$ cat src/hw/dcc_pkg.sv
// Package with register map, field layouts and types of the converter controller.
package dcc_pkg;
  localparam int DATA_W = 10;
  // Register indices; the byte address is four times the index.
  localparam logic [5:0] IDX_PRIMARY_CONTROL_REG = 6'h00;
  localparam logic [5:0] IDX_SECONDARY_CONTROL_REG = 6'h01;
  localparam logic [5:0] IDX_EVENT_CONTROL_REG = 6'h02;
  localparam logic [5:0] IDX_INTENCLR = 6'h04;
  localparam logic [5:0] IDX_INTENSET = 6'h05;
  localparam logic [5:0] IDX_INTERRUPT_FLAG_REG = 6'h06;
  localparam logic [5:0] IDX_STATUS = 6'h07;
  localparam logic [5:0] IDX_DATA = 6'h08;
  localparam logic [5:0] IDX_DATA_BUFFER_REG = 6'h0C;
  localparam logic [5:0] IDX_DBGCTRL = 6'h0F;
  // Primary control bit positions.
  localparam int CA_SOFT_RESET_BIT = 0;
  localparam int CA_ENABLE = 1;
  localparam int CA_RUNSTDBY = 2;
  // Event control bit positions.
  localparam int EV_START_EVENT_INPUT_ENABLE = 0;
  localparam int EV_EMPTY_EVENT_OUTPUT_ENABLE = 1;
  localparam int EV_INVEI = 2;
  // Interrupt flag and status bit positions.
  localparam int FL_UNDERRUN = 0;
  localparam int FL_EMPTY = 1;
  localparam int FL_SYNCRDY = 2;
  localparam int STATUS_BUSY = 7;
  // Reset values and synchroniser depth.
  localparam logic [7:0] SECONDARY_CONTROL_REG_RST = 8'h00;
  localparam logic [2:0] EVENT_CONTROL_REG_RST = 3'h0;
  localparam logic [15:0] DATA_RST = 16'h0000;
  localparam int SYNC_STAGES = 2;
  // Reference choices.
  localparam logic [1:0] REF_INTERNAL = 2'h0;
  localparam logic [1:0] REF_ANALOG_SUPPLY = 2'h1;
  localparam logic [1:0] REF_EXTERNAL = 2'h2;

  typedef struct packed {
    logic [1:0] reference_select_field;
    logic [1:0] rsv;
    logic vpd;
    logic leftadj;
    logic ioen;
    logic external_output_enable;
  } dcc_secondary_control_reg_t;

  typedef struct packed {
    logic event_edge_invert_bit;
    logic empty_event_output_enable;
    logic start_event_input_enable;
  } dcc_event_control_reg_t;

  typedef enum logic [1:0] {
    ACT_NONE,
    ACT_PRIMARY_CONTROL_REG,
    ACT_DATA,
    ACT_BUF
  } dcc_act_t;
endpackage : dcc_pkg

$ cat src/hw/dcc_sync.sv
// Toggle handshake that carries a write request through a flip-flop chain.
`timescale 1ns/1ps
module dcc_sync #(
  parameter int STAGES = dcc_pkg::SYNC_STAGES
) (
  input wire logic core_clk,
  input wire logic rst,
  input wire logic req,
  output logic busy,
  output logic done
);
  logic tgl_r;
  logic [STAGES-1:0] chain_r;
  logic last_r;

  always_ff @(posedge core_clk or posedge rst)
  begin
    if (rst)
    begin
      tgl_r <= 1'b0;
      chain_r <= '0;
      last_r <= 1'b0;
    end
    else
    begin
      if (req)
      begin
        tgl_r <= ~tgl_r;
      end
      chain_r <= {chain_r[STAGES-2:0], tgl_r};
      last_r <= chain_r[STAGES-1];
    end
  end

  // The first stage is only read by the next stage.
  assign done = chain_r[STAGES-1] ^ last_r;
  assign busy = tgl_r ^ last_r;
endmodule : dcc_sync

$ cat src/hw/dcc_top.sv
// Converter controller with register file, data buffer, events and write synchronisation.
`timescale 1ns/1ps
module dcc_top #(
  parameter int ADDR_W = 8
) (
  input wire logic core_clk,
  input wire logic rst,
  input wire logic psel,
  input wire logic penable,
  input wire logic pwrite,
  input wire logic [ADDR_W-1:0] paddr,
  input wire logic [31:0] pwdata,
  output logic [31:0] prdata,
  output logic pready,
  output logic pslverr,
  input wire logic write_protect,
  input wire logic debugger_access,
  input wire logic debug_halt,
  input wire logic standby,
  input wire logic start_event,
  output logic [dcc_pkg::DATA_W-1:0] dac_code,
  output logic conv_start,
  output logic [1:0] reference_select_field,
  output logic analog_output_pin_en,
  output logic internal_output_en,
  output logic empty_event,
  output logic irq
);
  logic enable_r;
  logic runstdby_r;
  logic run_dbg_r;
  dcc_pkg::dcc_secondary_control_reg_t secondary_control_reg_r;
  dcc_pkg::dcc_event_control_reg_t event_control_reg_r;
  logic [2:0] inten_r;
  logic [2:0] flag_r;
  logic [15:0] data_r;
  logic [15:0] buf_r;
  logic buf_full_r;
  logic [31:0] prdata_r;
  logic [dcc_pkg::DATA_W-1:0] code_r;
  logic conv_r;
  logic empty_evt_r;
  logic evt_d_r;
  dcc_pkg::dcc_act_t act_r;
  logic [15:0] pend_r;
  logic pend_soft_reset_bit_r;
  logic pend_en_r;

  logic wr;
  logic rd_setup;
  logic [5:0] idx;
  logic mapped;
  logic sync_reg;
  logic protected_reg;
  logic prot_err;
  logic busy;
  logic done;
  logic sync_err;
  logic wr_ok;
  logic sync_req;
  logic soft_clr;
  logic halted;
  logic evt_edge;
  logic start_ok;
  logic data_done;
  logic buf_done;
  logic [15:0] data_nxt;

  function automatic logic is_mapped(input logic [5:0] i);
    is_mapped = (i <= dcc_pkg::IDX_DATA && i != 6'h03) || i == dcc_pkg::IDX_DATA_BUFFER_REG
      || i == dcc_pkg::IDX_DBGCTRL;
  endfunction : is_mapped

  function automatic logic [dcc_pkg::DATA_W-1:0] to_code(input logic [15:0] d,
      input logic left);
    to_code = left ? d[15:6] : d[dcc_pkg::DATA_W-1:0];
  endfunction : to_code

  assign idx = paddr[7:2];
  assign wr = psel && penable && pwrite;
  assign rd_setup = psel && !penable && !pwrite;
  assign mapped = is_mapped(idx);
  assign sync_reg = idx == dcc_pkg::IDX_PRIMARY_CONTROL_REG || idx == dcc_pkg::IDX_DATA
    || idx == dcc_pkg::IDX_DATA_BUFFER_REG;
  assign protected_reg = idx != dcc_pkg::IDX_INTERRUPT_FLAG_REG && idx != dcc_pkg::IDX_DATA_BUFFER_REG;
  assign prot_err = write_protect && protected_reg && !debugger_access;
  assign sync_err = sync_reg && busy;
  assign wr_ok = wr && mapped && !prot_err && !sync_err;
  assign sync_req = wr_ok && sync_reg;

  // Zero-wait slave: every access completes in its first access cycle.
  assign pready = 1'b1;
  assign pslverr = psel && penable && (!mapped || (pwrite && (prot_err || sync_err)));
  assign prdata = prdata_r;

  dcc_sync #(
    .STAGES(dcc_pkg::SYNC_STAGES)
  ) u_sync (
    .core_clk(core_clk),
    .rst(rst),
    .req(sync_req),
    .busy(busy),
    .done(done)
  );

  // Pending synchronised write; a second one is refused while this one is in flight.
  always_ff @(posedge core_clk or posedge rst)
  begin
    if (rst)
    begin
      act_r <= dcc_pkg::ACT_NONE;
      pend_r <= 16'h0000;
      pend_soft_reset_bit_r <= 1'b0;
      pend_en_r <= 1'b0;
    end
    else if (sync_req)
    begin
      pend_r <= pwdata[15:0];
      pend_soft_reset_bit_r <= pwdata[dcc_pkg::CA_SOFT_RESET_BIT];
      pend_en_r <= pwdata[dcc_pkg::CA_ENABLE];
      if (idx == dcc_pkg::IDX_PRIMARY_CONTROL_REG)
      begin
        act_r <= dcc_pkg::ACT_PRIMARY_CONTROL_REG;
      end
      else if (idx == dcc_pkg::IDX_DATA)
      begin
        act_r <= dcc_pkg::ACT_DATA;
      end
      else
      begin
        act_r <= dcc_pkg::ACT_BUF;
      end
    end
    else if (done)
    begin
      act_r <= dcc_pkg::ACT_NONE;
    end
  end

  assign soft_clr = done && act_r == dcc_pkg::ACT_PRIMARY_CONTROL_REG && pend_soft_reset_bit_r;
  assign data_done = done && act_r == dcc_pkg::ACT_DATA;
  assign buf_done = done && act_r == dcc_pkg::ACT_BUF;
  assign halted = debug_halt && !run_dbg_r;
  assign evt_edge = event_control_reg_r.event_edge_invert_bit ? (evt_d_r && !start_event)
    : (!evt_d_r && start_event);
  assign start_ok = evt_edge && event_control_reg_r.start_event_input_enable && enable_r && !halted;

  always_ff @(posedge core_clk or posedge rst)
  begin
    if (rst)
    begin
      evt_d_r <= 1'b0;
    end
    else
    begin
      evt_d_r <= start_event;
    end
  end

  // Primary control: enable and run-in-standby; the soft reset bit never stays set.
  always_ff @(posedge core_clk or posedge rst)
  begin
    if (rst)
    begin
      enable_r <= 1'b0;
      runstdby_r <= 1'b0;
    end
    else if (soft_clr)
    begin
      enable_r <= 1'b0;
      runstdby_r <= 1'b0;
    end
    else if (done && act_r == dcc_pkg::ACT_PRIMARY_CONTROL_REG)
    begin
      enable_r <= pend_en_r;
      runstdby_r <= pend_r[dcc_pkg::CA_RUNSTDBY];
    end
  end

  // Configuration writes are ignored while the controller is on.
  always_ff @(posedge core_clk or posedge rst)
  begin
    if (rst)
    begin
      secondary_control_reg_r <= dcc_pkg::SECONDARY_CONTROL_REG_RST;
      event_control_reg_r <= dcc_pkg::EVENT_CONTROL_REG_RST;
      run_dbg_r <= 1'b0;
    end
    else if (soft_clr)
    begin
      secondary_control_reg_r <= dcc_pkg::SECONDARY_CONTROL_REG_RST;
      event_control_reg_r <= dcc_pkg::EVENT_CONTROL_REG_RST;
      run_dbg_r <= 1'b0;
    end
    else if (wr_ok && !enable_r)
    begin
      if (idx == dcc_pkg::IDX_SECONDARY_CONTROL_REG)
      begin
        secondary_control_reg_r <= dcc_pkg::dcc_secondary_control_reg_t'({pwdata[7:6], 2'h0, pwdata[3:0]});
      end
      if (idx == dcc_pkg::IDX_EVENT_CONTROL_REG)
      begin
        event_control_reg_r <= dcc_pkg::dcc_event_control_reg_t'(pwdata[2:0]);
      end
      if (idx == dcc_pkg::IDX_DBGCTRL)
      begin
        run_dbg_r <= pwdata[0];
      end
    end
  end

  // Two-stage queue: a start event drains the buffer into the conversion register.
  always_comb
  begin
    data_nxt = data_r;
    if (start_ok && buf_full_r)
    begin
      data_nxt = buf_r;
    end
    if (data_done)
    begin
      data_nxt = pend_r;
    end
  end

  always_ff @(posedge core_clk or posedge rst)
  begin
    if (rst)
    begin
      data_r <= dcc_pkg::DATA_RST;
      buf_r <= dcc_pkg::DATA_RST;
      buf_full_r <= 1'b0;
      conv_r <= 1'b0;
      empty_evt_r <= 1'b0;
    end
    else if (soft_clr)
    begin
      data_r <= dcc_pkg::DATA_RST;
      buf_r <= dcc_pkg::DATA_RST;
      buf_full_r <= 1'b0;
      conv_r <= 1'b0;
      empty_evt_r <= 1'b0;
    end
    else
    begin
      data_r <= data_nxt;
      conv_r <= data_done || (start_ok && buf_full_r);
      empty_evt_r <= start_ok && buf_full_r && !buf_done
        && event_control_reg_r.empty_event_output_enable;
      if (buf_done)
      begin
        buf_r <= pend_r;
        buf_full_r <= 1'b1;
      end
      else if (start_ok && buf_full_r)
      begin
        buf_full_r <= 1'b0;
      end
    end
  end

  // The code is registered each cycle from the next data value and leftadj, so it also moves on a soft reset or a leftadj write.
  always_ff @(posedge core_clk or posedge rst)
  begin
    if (rst)
    begin
      code_r <= '0;
    end
    else
    begin
      code_r <= to_code(data_nxt, secondary_control_reg_r.leftadj);
    end
  end

  // Interrupt enables and sticky flags; a set in the clearing cycle wins.
  always_ff @(posedge core_clk or posedge rst)
  begin
    if (rst)
    begin
      inten_r <= 3'h0;
      flag_r <= 3'h0;
    end
    else if (soft_clr)
    begin
      inten_r <= 3'h0;
      flag_r <= 3'h0;
    end
    else
    begin
      if (wr_ok && idx == dcc_pkg::IDX_INTENSET)
      begin
        inten_r <= inten_r | pwdata[2:0];
      end
      else if (wr_ok && idx == dcc_pkg::IDX_INTENCLR)
      begin
        inten_r <= inten_r & ~pwdata[2:0];
      end
      flag_r[dcc_pkg::FL_UNDERRUN] <= (start_ok && !buf_full_r)
        || (flag_r[dcc_pkg::FL_UNDERRUN]
        && !(wr_ok && idx == dcc_pkg::IDX_INTERRUPT_FLAG_REG && pwdata[dcc_pkg::FL_UNDERRUN]));
      flag_r[dcc_pkg::FL_EMPTY] <= (enable_r && !buf_full_r)
        || (flag_r[dcc_pkg::FL_EMPTY]
        && !(wr_ok && idx == dcc_pkg::IDX_INTERRUPT_FLAG_REG && pwdata[dcc_pkg::FL_EMPTY]));
      flag_r[dcc_pkg::FL_SYNCRDY] <= done
        || (flag_r[dcc_pkg::FL_SYNCRDY]
        && !(wr_ok && idx == dcc_pkg::IDX_INTERRUPT_FLAG_REG && pwdata[dcc_pkg::FL_SYNCRDY]));
    end
  end

  // Read data is captured in the setup cycle so it stands through the access cycle.
  always_ff @(posedge core_clk or posedge rst)
  begin
    if (rst)
    begin
      prdata_r <= 32'h0000_0000;
    end
    else if (rd_setup)
    begin
      case (idx)
        dcc_pkg::IDX_PRIMARY_CONTROL_REG: prdata_r <= {29'h0, runstdby_r, enable_r, 1'b0};
        dcc_pkg::IDX_SECONDARY_CONTROL_REG: prdata_r <= {24'h0, secondary_control_reg_r};
        dcc_pkg::IDX_EVENT_CONTROL_REG: prdata_r <= {29'h0, event_control_reg_r};
        dcc_pkg::IDX_INTENCLR: prdata_r <= {29'h0, inten_r};
        dcc_pkg::IDX_INTENSET: prdata_r <= {29'h0, inten_r};
        dcc_pkg::IDX_INTERRUPT_FLAG_REG: prdata_r <= {29'h0, flag_r};
        dcc_pkg::IDX_STATUS: prdata_r <= {24'h0, busy, 7'h0};
        dcc_pkg::IDX_DATA: prdata_r <= {16'h0, data_r};
        dcc_pkg::IDX_DATA_BUFFER_REG: prdata_r <= {16'h0, buf_r};
        dcc_pkg::IDX_DBGCTRL: prdata_r <= {31'h0, run_dbg_r};
        default: prdata_r <= 32'h0000_0000;
      endcase
    end
  end

  assign dac_code = code_r;
  assign conv_start = conv_r;
  assign empty_event = empty_evt_r;
  assign reference_select_field = secondary_control_reg_r.reference_select_field;
  // The driver is dropped in standby unless run-in-standby keeps it alive.
  assign analog_output_pin_en = enable_r && secondary_control_reg_r.external_output_enable
    && !(standby && !runstdby_r);
  assign internal_output_en = enable_r && secondary_control_reg_r.ioen;
  // Not gated by sleep, so a pending flag can wake the system.
  assign irq = |(flag_r & inten_r);
endmodule : dcc_top

$ cat config.mk
export PLATFORM = sky130hd
export DESIGN_NAME = dcc_top
export DESIGN_NICKNAME = d
export VERILOG_FILES = /design/src/hw/dcc_pkg.sv /design/src/hw/dcc_sync.sv /design/src/hw/dcc_top.sv
export SDC_FILE = /design/constraint.sdc
export NUM_CORES = 1
export LEC_CHECK = 0
export BUFFER_PORTS_ARGS = -buffer_cell sky130_fd_sc_hd__clkbuf_2
export CAP_MARGIN = 10
export CORE_MARGIN = 2
export CORE_UTILIZATION = 45
export CTS_BUF_LIST = sky130_fd_sc_hd__clkbuf_4
export DETAILED_ROUTE_END_ITERATION = 10
export PLACE_DENSITY_LB_ADDON = 0.08
export SLEW_MARGIN = 5
export SYNTH_ARGS = -nofsm -noshare
export SYNTH_HDL_FRONTEND = slang
export SYNTH_SLANG_ARGS = --single-unit
$ cat constraint.sdc
create_clock -name core_clk -period 3.6 [get_ports core_clk]
set_clock_uncertainty 0.05 [all_clocks]
set_input_delay 0.18 -clock core_clk [delete_from_list [all_inputs] [get_ports core_clk]]
set_output_delay 0.18 -clock core_clk [all_outputs]
set_load 0.02 [all_outputs]
==> results of run 1 <==
-- metal layers --
metal / global-route usage / wire length, microns / vias up / share of wire
li1: - / - / 1806 / -
met1: 0.328 / 6130 / 1859 / 0.49
met2: 0.324 / 5490 / 109 / 0.44
met3: 0.0382 / 647 / 15 / 0.052
met4: 0.0643 / 163 / 0 / 0.013
met5: 0 / 0 / - / 0
-- where the power goes --
part | total, uW | internal, uW | switching [uW]
sequential | 1390 | 1310 | 78.3
combinational | 535 | 216 | 319
clock | 524 | 152 | 371
total | 2440 | 1680 | 769
-- repair_timing --
action	in CTS	in global routing
buffers inserted	0	0
setup endpoints to repair	0	0
endpoints found under the hold margin	100	0
hold buffers	18	0
-- cells in the mapped netlist, drive strengths merged --
| master | n |
|---|---|
| a31oi | 1 |
| o22a | 10 |
| or3b | 1 |
| a2bb2oi | 2 |
| and4 | 2 |
| a22o | 1 |
| inv | 6 |
| o21ai | 65 |
| and3b | 2 |
| nand2 | 79 |
| or4b | 1 |
| nor2 | 2 |
| a2111oi | 1 |
| buf | 33 |
| nor2b | 9 |
| a211oi | 2 |
| xnor2 | 2 |
| and3 | 1 |
| o2bb2ai | 4 |
| dfrtp | 102 |
| o211ai | 1 |
| nand3 | 3 |
| nor4b | 1 |
| a21oi | 24 |
| a222oi | 3 |
| o2111ai | 2 |
| conb | 2 |
| and2 | 5 |
| mux2i | 41 |
| a221oi | 3 |
| nand4 | 4 |
| or4 | 1 |
| a31o | 2 |
| xor2 | 3 |
| mux2 | 17 |
| nor3b | 2 |
| nand3b | 3 |
| nor3 | 4 |
| clkbuf | 18 |
| or2 | 1 |
| a22oi | 12 |
| nand2b | 3 |
-- how the worst max path moves through the flow --
| stage | from | to | slack (ns) | depth (start not counted) |
|---|---|---|---|---|
| 4_1_cts | u_sync.last_r | secondary_control_reg_r[0] | 1.01 | 6 |
| 5_1_grt | u_sync.last_r | secondary_control_reg_r[0] | 0.83 | 6 |
| 2_1_floorplan | rst | act_r[0] | 0.69 | 1 |
| 3_5_place_dp | paddr[3] | act_r[1] | 0.85 | 6 |
| 6_report | u_sync.last_r | secondary_control_reg_r[0] | 1.06 | 6 |
| 3_3_place_gp | paddr[3] | act_r[1] | 0.89 | 6 |
-- stage by stage --
| stage | instances | worst slack (ns) |
|---|---|---|
| 2_1_floorplan | 496 | 0.695 |
| 3_3_place_gp | 659 | 0.886 |
| 3_5_place_dp | 659 | 0.847 |
| 4_1_cts | 693 | 1.01 |
| 5_1_grt | 693 | 0.831 |
| 6_report | 693 | 1.06 |
-- worst reg2reg max path, stage by stage, from the launching register on --
cell,delay (ns)
dfrtp_1,0.44
xnor2_1,0.19
nor3b_1,0.74
nand2_1,0.33
buf_4,0.38
nand2_1,0.21
mux2i_1,0.09
-- area by class of cell --
| class | instances | area, sq um |
|---|---|---|
| Tap cell | 140 | 175 |
| Sequential cell | 102 | 2550 |
| Inverter | 6 | 25.0 |
| Clock buffer | 11 | 82.6 |
| Timing Repair Buffer | 92 | 573 |
| Multi-Input combinational cell | 337 | 2270 |
| Clock inverter | 5 | 26.3 |
| Fill cell | 1017 | 5230 |
-- registers in the layout, indices dropped and copies added, names as in the netlist, 4 cells and up --
register                 flops
pend_r                      16
buf_r                       16
secondary_control_reg_r      4
prdata                      16
dac_code                    10
data_r                      16
-- kinds of logic after synthesis --
kind of cell / count (synthesis) / share of synthesized area
buffers and inverters: 57 / 0.0640
XOR/XNOR: 5 / 0.00862
multiplexers: 58 / 0.129
AND/OR/NAND/NOR: 124 / 0.121
flip-flops: 102 / 0.502
other: 2 / 0.00148
AO/OA/AOI/OAI: 133 / 0.174
==> results.toml, run 1 <==
[status]
status = "complete, no violations"

[setup_path]
ff2ff_path_depth = 6
cp_max_fo = 50
crit_family = "simple AND/OR/NAND/NOR gates"
start_kind = "register"
crit_chain = "xnor2_1, nor3b_1, nand2_1, buf_4, nand2_1, mux2i_1"
crit_buf_inv = 1
path_class = "register to register"
reg2reg_from = "u_sync.last_r"
path_common_cell = "nand2_1"
r2r_slack_ns = 1.06
timing.rr.end = "secondary_control_reg_r[0]"
critical_path_required_ns = 3.90
slowest_delay_ns = 0.74
cp-end-kind = "register"
worst_path_max_delay_cell = "nor3b_1"
cp.arrival_ns = 2.84

[sta]
rsz0062_at_grt = "no"
hold_viol_final = 0
worst_slew_pin_slew_ns = 1.06
clock.fmax_mhz = 394
period_share = 0.705
drv_slew = 0
period_needed_ns = 2.54
finalSetupViolCount = 0
fin_hold_ws_ns = 0.100
setup_tns_ns = 0
relSlewSlack = 0.294

[cells_and_area]
post_route_cells_drive_above_1_share = 0.219
final_common_cell = "dfrtp_1"
area_growth_pct = 12.2
nNetsFinal = 598
diodes = 0
design_area_sq_um = 5700
layout_common_cells = "102 x dfrtp_1, 79 x nand2_1, 65 x clkbuf_2"
final_core_util = 0.521

[detailed_routing]
vias = 3789
drtPass1Iterations = 5
drtAntennaViolNets = 0
wirelength_microns = 12400
drc = 0
drt-vias-per-instance = 5.47
routedWlPerCell_microns = 17.9
drt_iter0_markers = 258

[global_routing]
grt_pass1_vias = 3590
grt_max_degree = 70
grt-ovfl-total = 0
grt_usage = 0.219
grt_pass1_wl_microns = 19600
antenna_found_initial = 0

[placed_design]
post_dp_cell_area_sq_um = 5410
place.gp.congestion = 0.867
port_buffers = 65
hpwl_microns = 8440

[synthesis]
ys.warnings.count = 0
syn-instance-count = 481
avgSynthCellArea_sq_um = 10.6
synth_area_leaders = "dfrtp_1 50%, mux2i_1 8.1%, o21ai_0 6.3%"
synth_area_sq_um = 5080
ys_seq_area_frac = 0.502
ys_types = 52
synth.ff_latch_count = 102
synth_largest_area_cell = "dfrtp_1"
netlist.area_leader.share = 0.502

[floorplan]
start_util = 0.465
dieArea_sq_um = 12200
die_x_microns = 110
die_y_microns = 110
num_rows = 38
core-area_sq_um = 10900
io_pins = 101

[pwr]
cellPowerDensity_nw_per_um2 = 429
vdd.ir_drop.worst_mv = 0.206
p_leak_uw = 0.00281
finalPower_uw = 2440

[cts]
cts_tree = "yes"
cts_root_buf = "clkbuf_4"
insertion_delay_ns = 0.47
cts_resized = 0
cts_buffers = 9
clockBufferDepth = 2
h-tree-depth = 3
clk_pin_slew_ns = 0.15
clock-sinks = 102

[run]
maxCapViolCount = 0

[worst_hold_path]
min_to = "inten_r[0]"
min_from = "paddr[2]"
hp-class = "input pin to register"
hold_depth = 3
(Power assumes the default switching activity.)
==> run 2: changes to the inputs <==
- clock period: 3.6 -> 2.5 ns (I/O delays scaled with it)
==> run 2 against run 1 <==
Effect of this change: register-to-register slack worse by 0.58 ns; setup slack worse by 0.58 ns; non-clock buffer count grew 8; final cell count grew 1.2%; global-route usage shrank 0.97 points; die area unchanged; via count shrank 1.3%; cell area is 1.9% higher; clock-buffer cell count increased by 2; critical path depth did not move; sequential share of layout area is 0.84 points lower; highest routed layer unchanged; clock power rose by 45%.
==> results.toml, run 2 (same netlist as run 1, synthesis figures left out) <==
[status]
status = "complete, no violations"

[floorplan]
die_x_microns = 110
io_pins = 101
dieArea_sq_um = 12200
num_rows = 38
core-area_sq_um = 10900
start_util = 0.465
die_y_microns = 110

[cts]
clk_pin_slew_ns = 0.15
clock-sinks = 102
cts_root_buf = "clkbuf_4"
insertion_delay_ns = 0.44
h-tree-depth = 3
cts_resized = 0
cts_buffers = 9
clockBufferDepth = 2
cts_tree = "yes"
post_cts_buffers = 0

[sta]
layout_setup_ws_ns = 0.480
drv_slew = 0
period_share = 0.808
finalSetupViolCount = 0
setup_tns_ns = 0
clock.fmax_mhz = 495
hold_viol_final = 0
fin_hold_ws_ns = 0.0711
worst_slew_pin_slew_ns = 0.537
relSlewSlack = 0.642
period_needed_ns = 2.02
rsz0062_at_grt = "no"

[cells_and_area]
area_growth_pct = 14.3
multiInputGateArea_sq_um = 2270
ff_latch_area_sq_um = 2550
nFillCells = 971
layout_common_cells = "102 x dfrtp_1, 79 x nand2_1, 65 x clkbuf_2"
final_common_cell = "dfrtp_1"
post_route_cells_drive_above_1_share = 0.232
diodes = 0
nNetsFinal = 606

[global_routing]
grt_pass1_wl_microns = 18800
antenna_found_initial = 0
grt_usage = 0.209
grt_pass1_vias = 3364
grt-ovfl-total = 0
grt_max_degree = 103

[detailed_routing]
drtAntennaViolNets = 0
vias = 3741
routedWlPerCell_microns = 17.1
drc = 0
drt_iter0_markers = 265
drt-vias-per-instance = 5.34
drtPass1Iterations = 4
wirelength_microns = 12000

[placed_design]
hpwl_microns = 8230
pre_cts_ws_ns = 0.287
port_buffers = 65
place.gp.congestion = 0.859

[worst_hold_path]
hp-class = "input pin to register"

[pwr]
p_int_uw = 2450
p_switching_uw = 1090
swShare = 0.307
vdd.ir_drop.worst_mv = 0.350
p_leak_uw = 0.00287
clock_power_share = 0.215
cellPowerDensity_nw_per_um2 = 609
comb_power_share = 0.219
seqPwrFrac = 0.565

[setup_path]
worst_path_max_delay_cell = "dfrtp_1"
start_kind = "register"
cp-end-kind = "register"
crit_chain = "and3b_1, o2111ai_2, buf_12, mux2i_1, o22a_1, o21ai_0"
path_class = "register to register"
cp.arrival_ns = 2.26
critical_path_required_ns = 2.74
cp_max_fo = 18
slowest_delay_ns = 0.45

[run]
maxCapViolCount = 0
-- run 2: routing by layer --
metal / wire length, microns / vias to the layer above / global-route usage / share of wire
li1: - / 1820 / - / -
met1: 6110 / 1804 / 0.326 / 0.51
met2: 5130 / 109 / 0.299 / 0.43
met3: 643 / 8 / 0.0370 / 0.054
met4: 78 / 0 / 0.0527 / 0.0065
met5: 0 / - / 0 / 0
-- run 2: layout make-up --
cell class                 instances  area share
clock buffer                      13      0.0168
inverter                           6     0.00452
clock inverter                     3     0.00366
multi-input combinational        337       0.390
timing repair buffer             100       0.115
sequential                       102       0.439
tap                              140      0.0301
-- run 2: power by group through the flow --
stage	combinational (uW)	sequential [uW]	clock, uW
2_1_floorplan	431	2130	0
3_3_place_gp	756	2020	0
3_5_place_dp	758	2030	0
4_1_cts	784	2000	808
5_1_grt	855	2030	882
6_report	776	2000	762
-- run 2: through the flow --
stage,util,instances,cell area (sq um),power [uW]
floorplan,-,496,5140,2560
global placement,0.504,667,5510,2780
detailed placement,0.504,667,5510,2790
CTS,0.531,701,5810,3590
global route,0.531,701,5810,3770
finish,0.531,701,5810,3540
-- run 2: final timing paths --
kind | cells after the start | from | slack, ns | to
worst max-delay path | 6 | event_control_reg_r[2] | 0.48 | dac_code[9]
max in group asynchronous | 4 | rst | 1.67 | secondary_control_reg_r[0]
worst min register to register | 0 | u_sync.chain_r[0] | 0.33 | u_sync.chain_r[1]
min in group asynchronous | 4 | rst | 0.30 | prdata[8]
worst max register to register | 6 | event_control_reg_r[2] | 0.48 | dac_code[9]
worst min-delay path | 3 | paddr[2] | 0.07 | inten_r[2]
-- run 2: what timing repair did --
item	4_1_cts	5_1_grt
endpoints found under the hold margin	133	0
setup endpoints to repair	0	0
hold buffers	18	0
-- run 2: worst max-delay path, delay by kind of cell, from the launching register on --
family	cells	cell delay [ns]
and+or+nand+nor	1	0.23
buffers and inverters	1	0.22
muxes	1	0.30
AOI/OAI and AO/OA	3	0.61
DFF	1	0.45
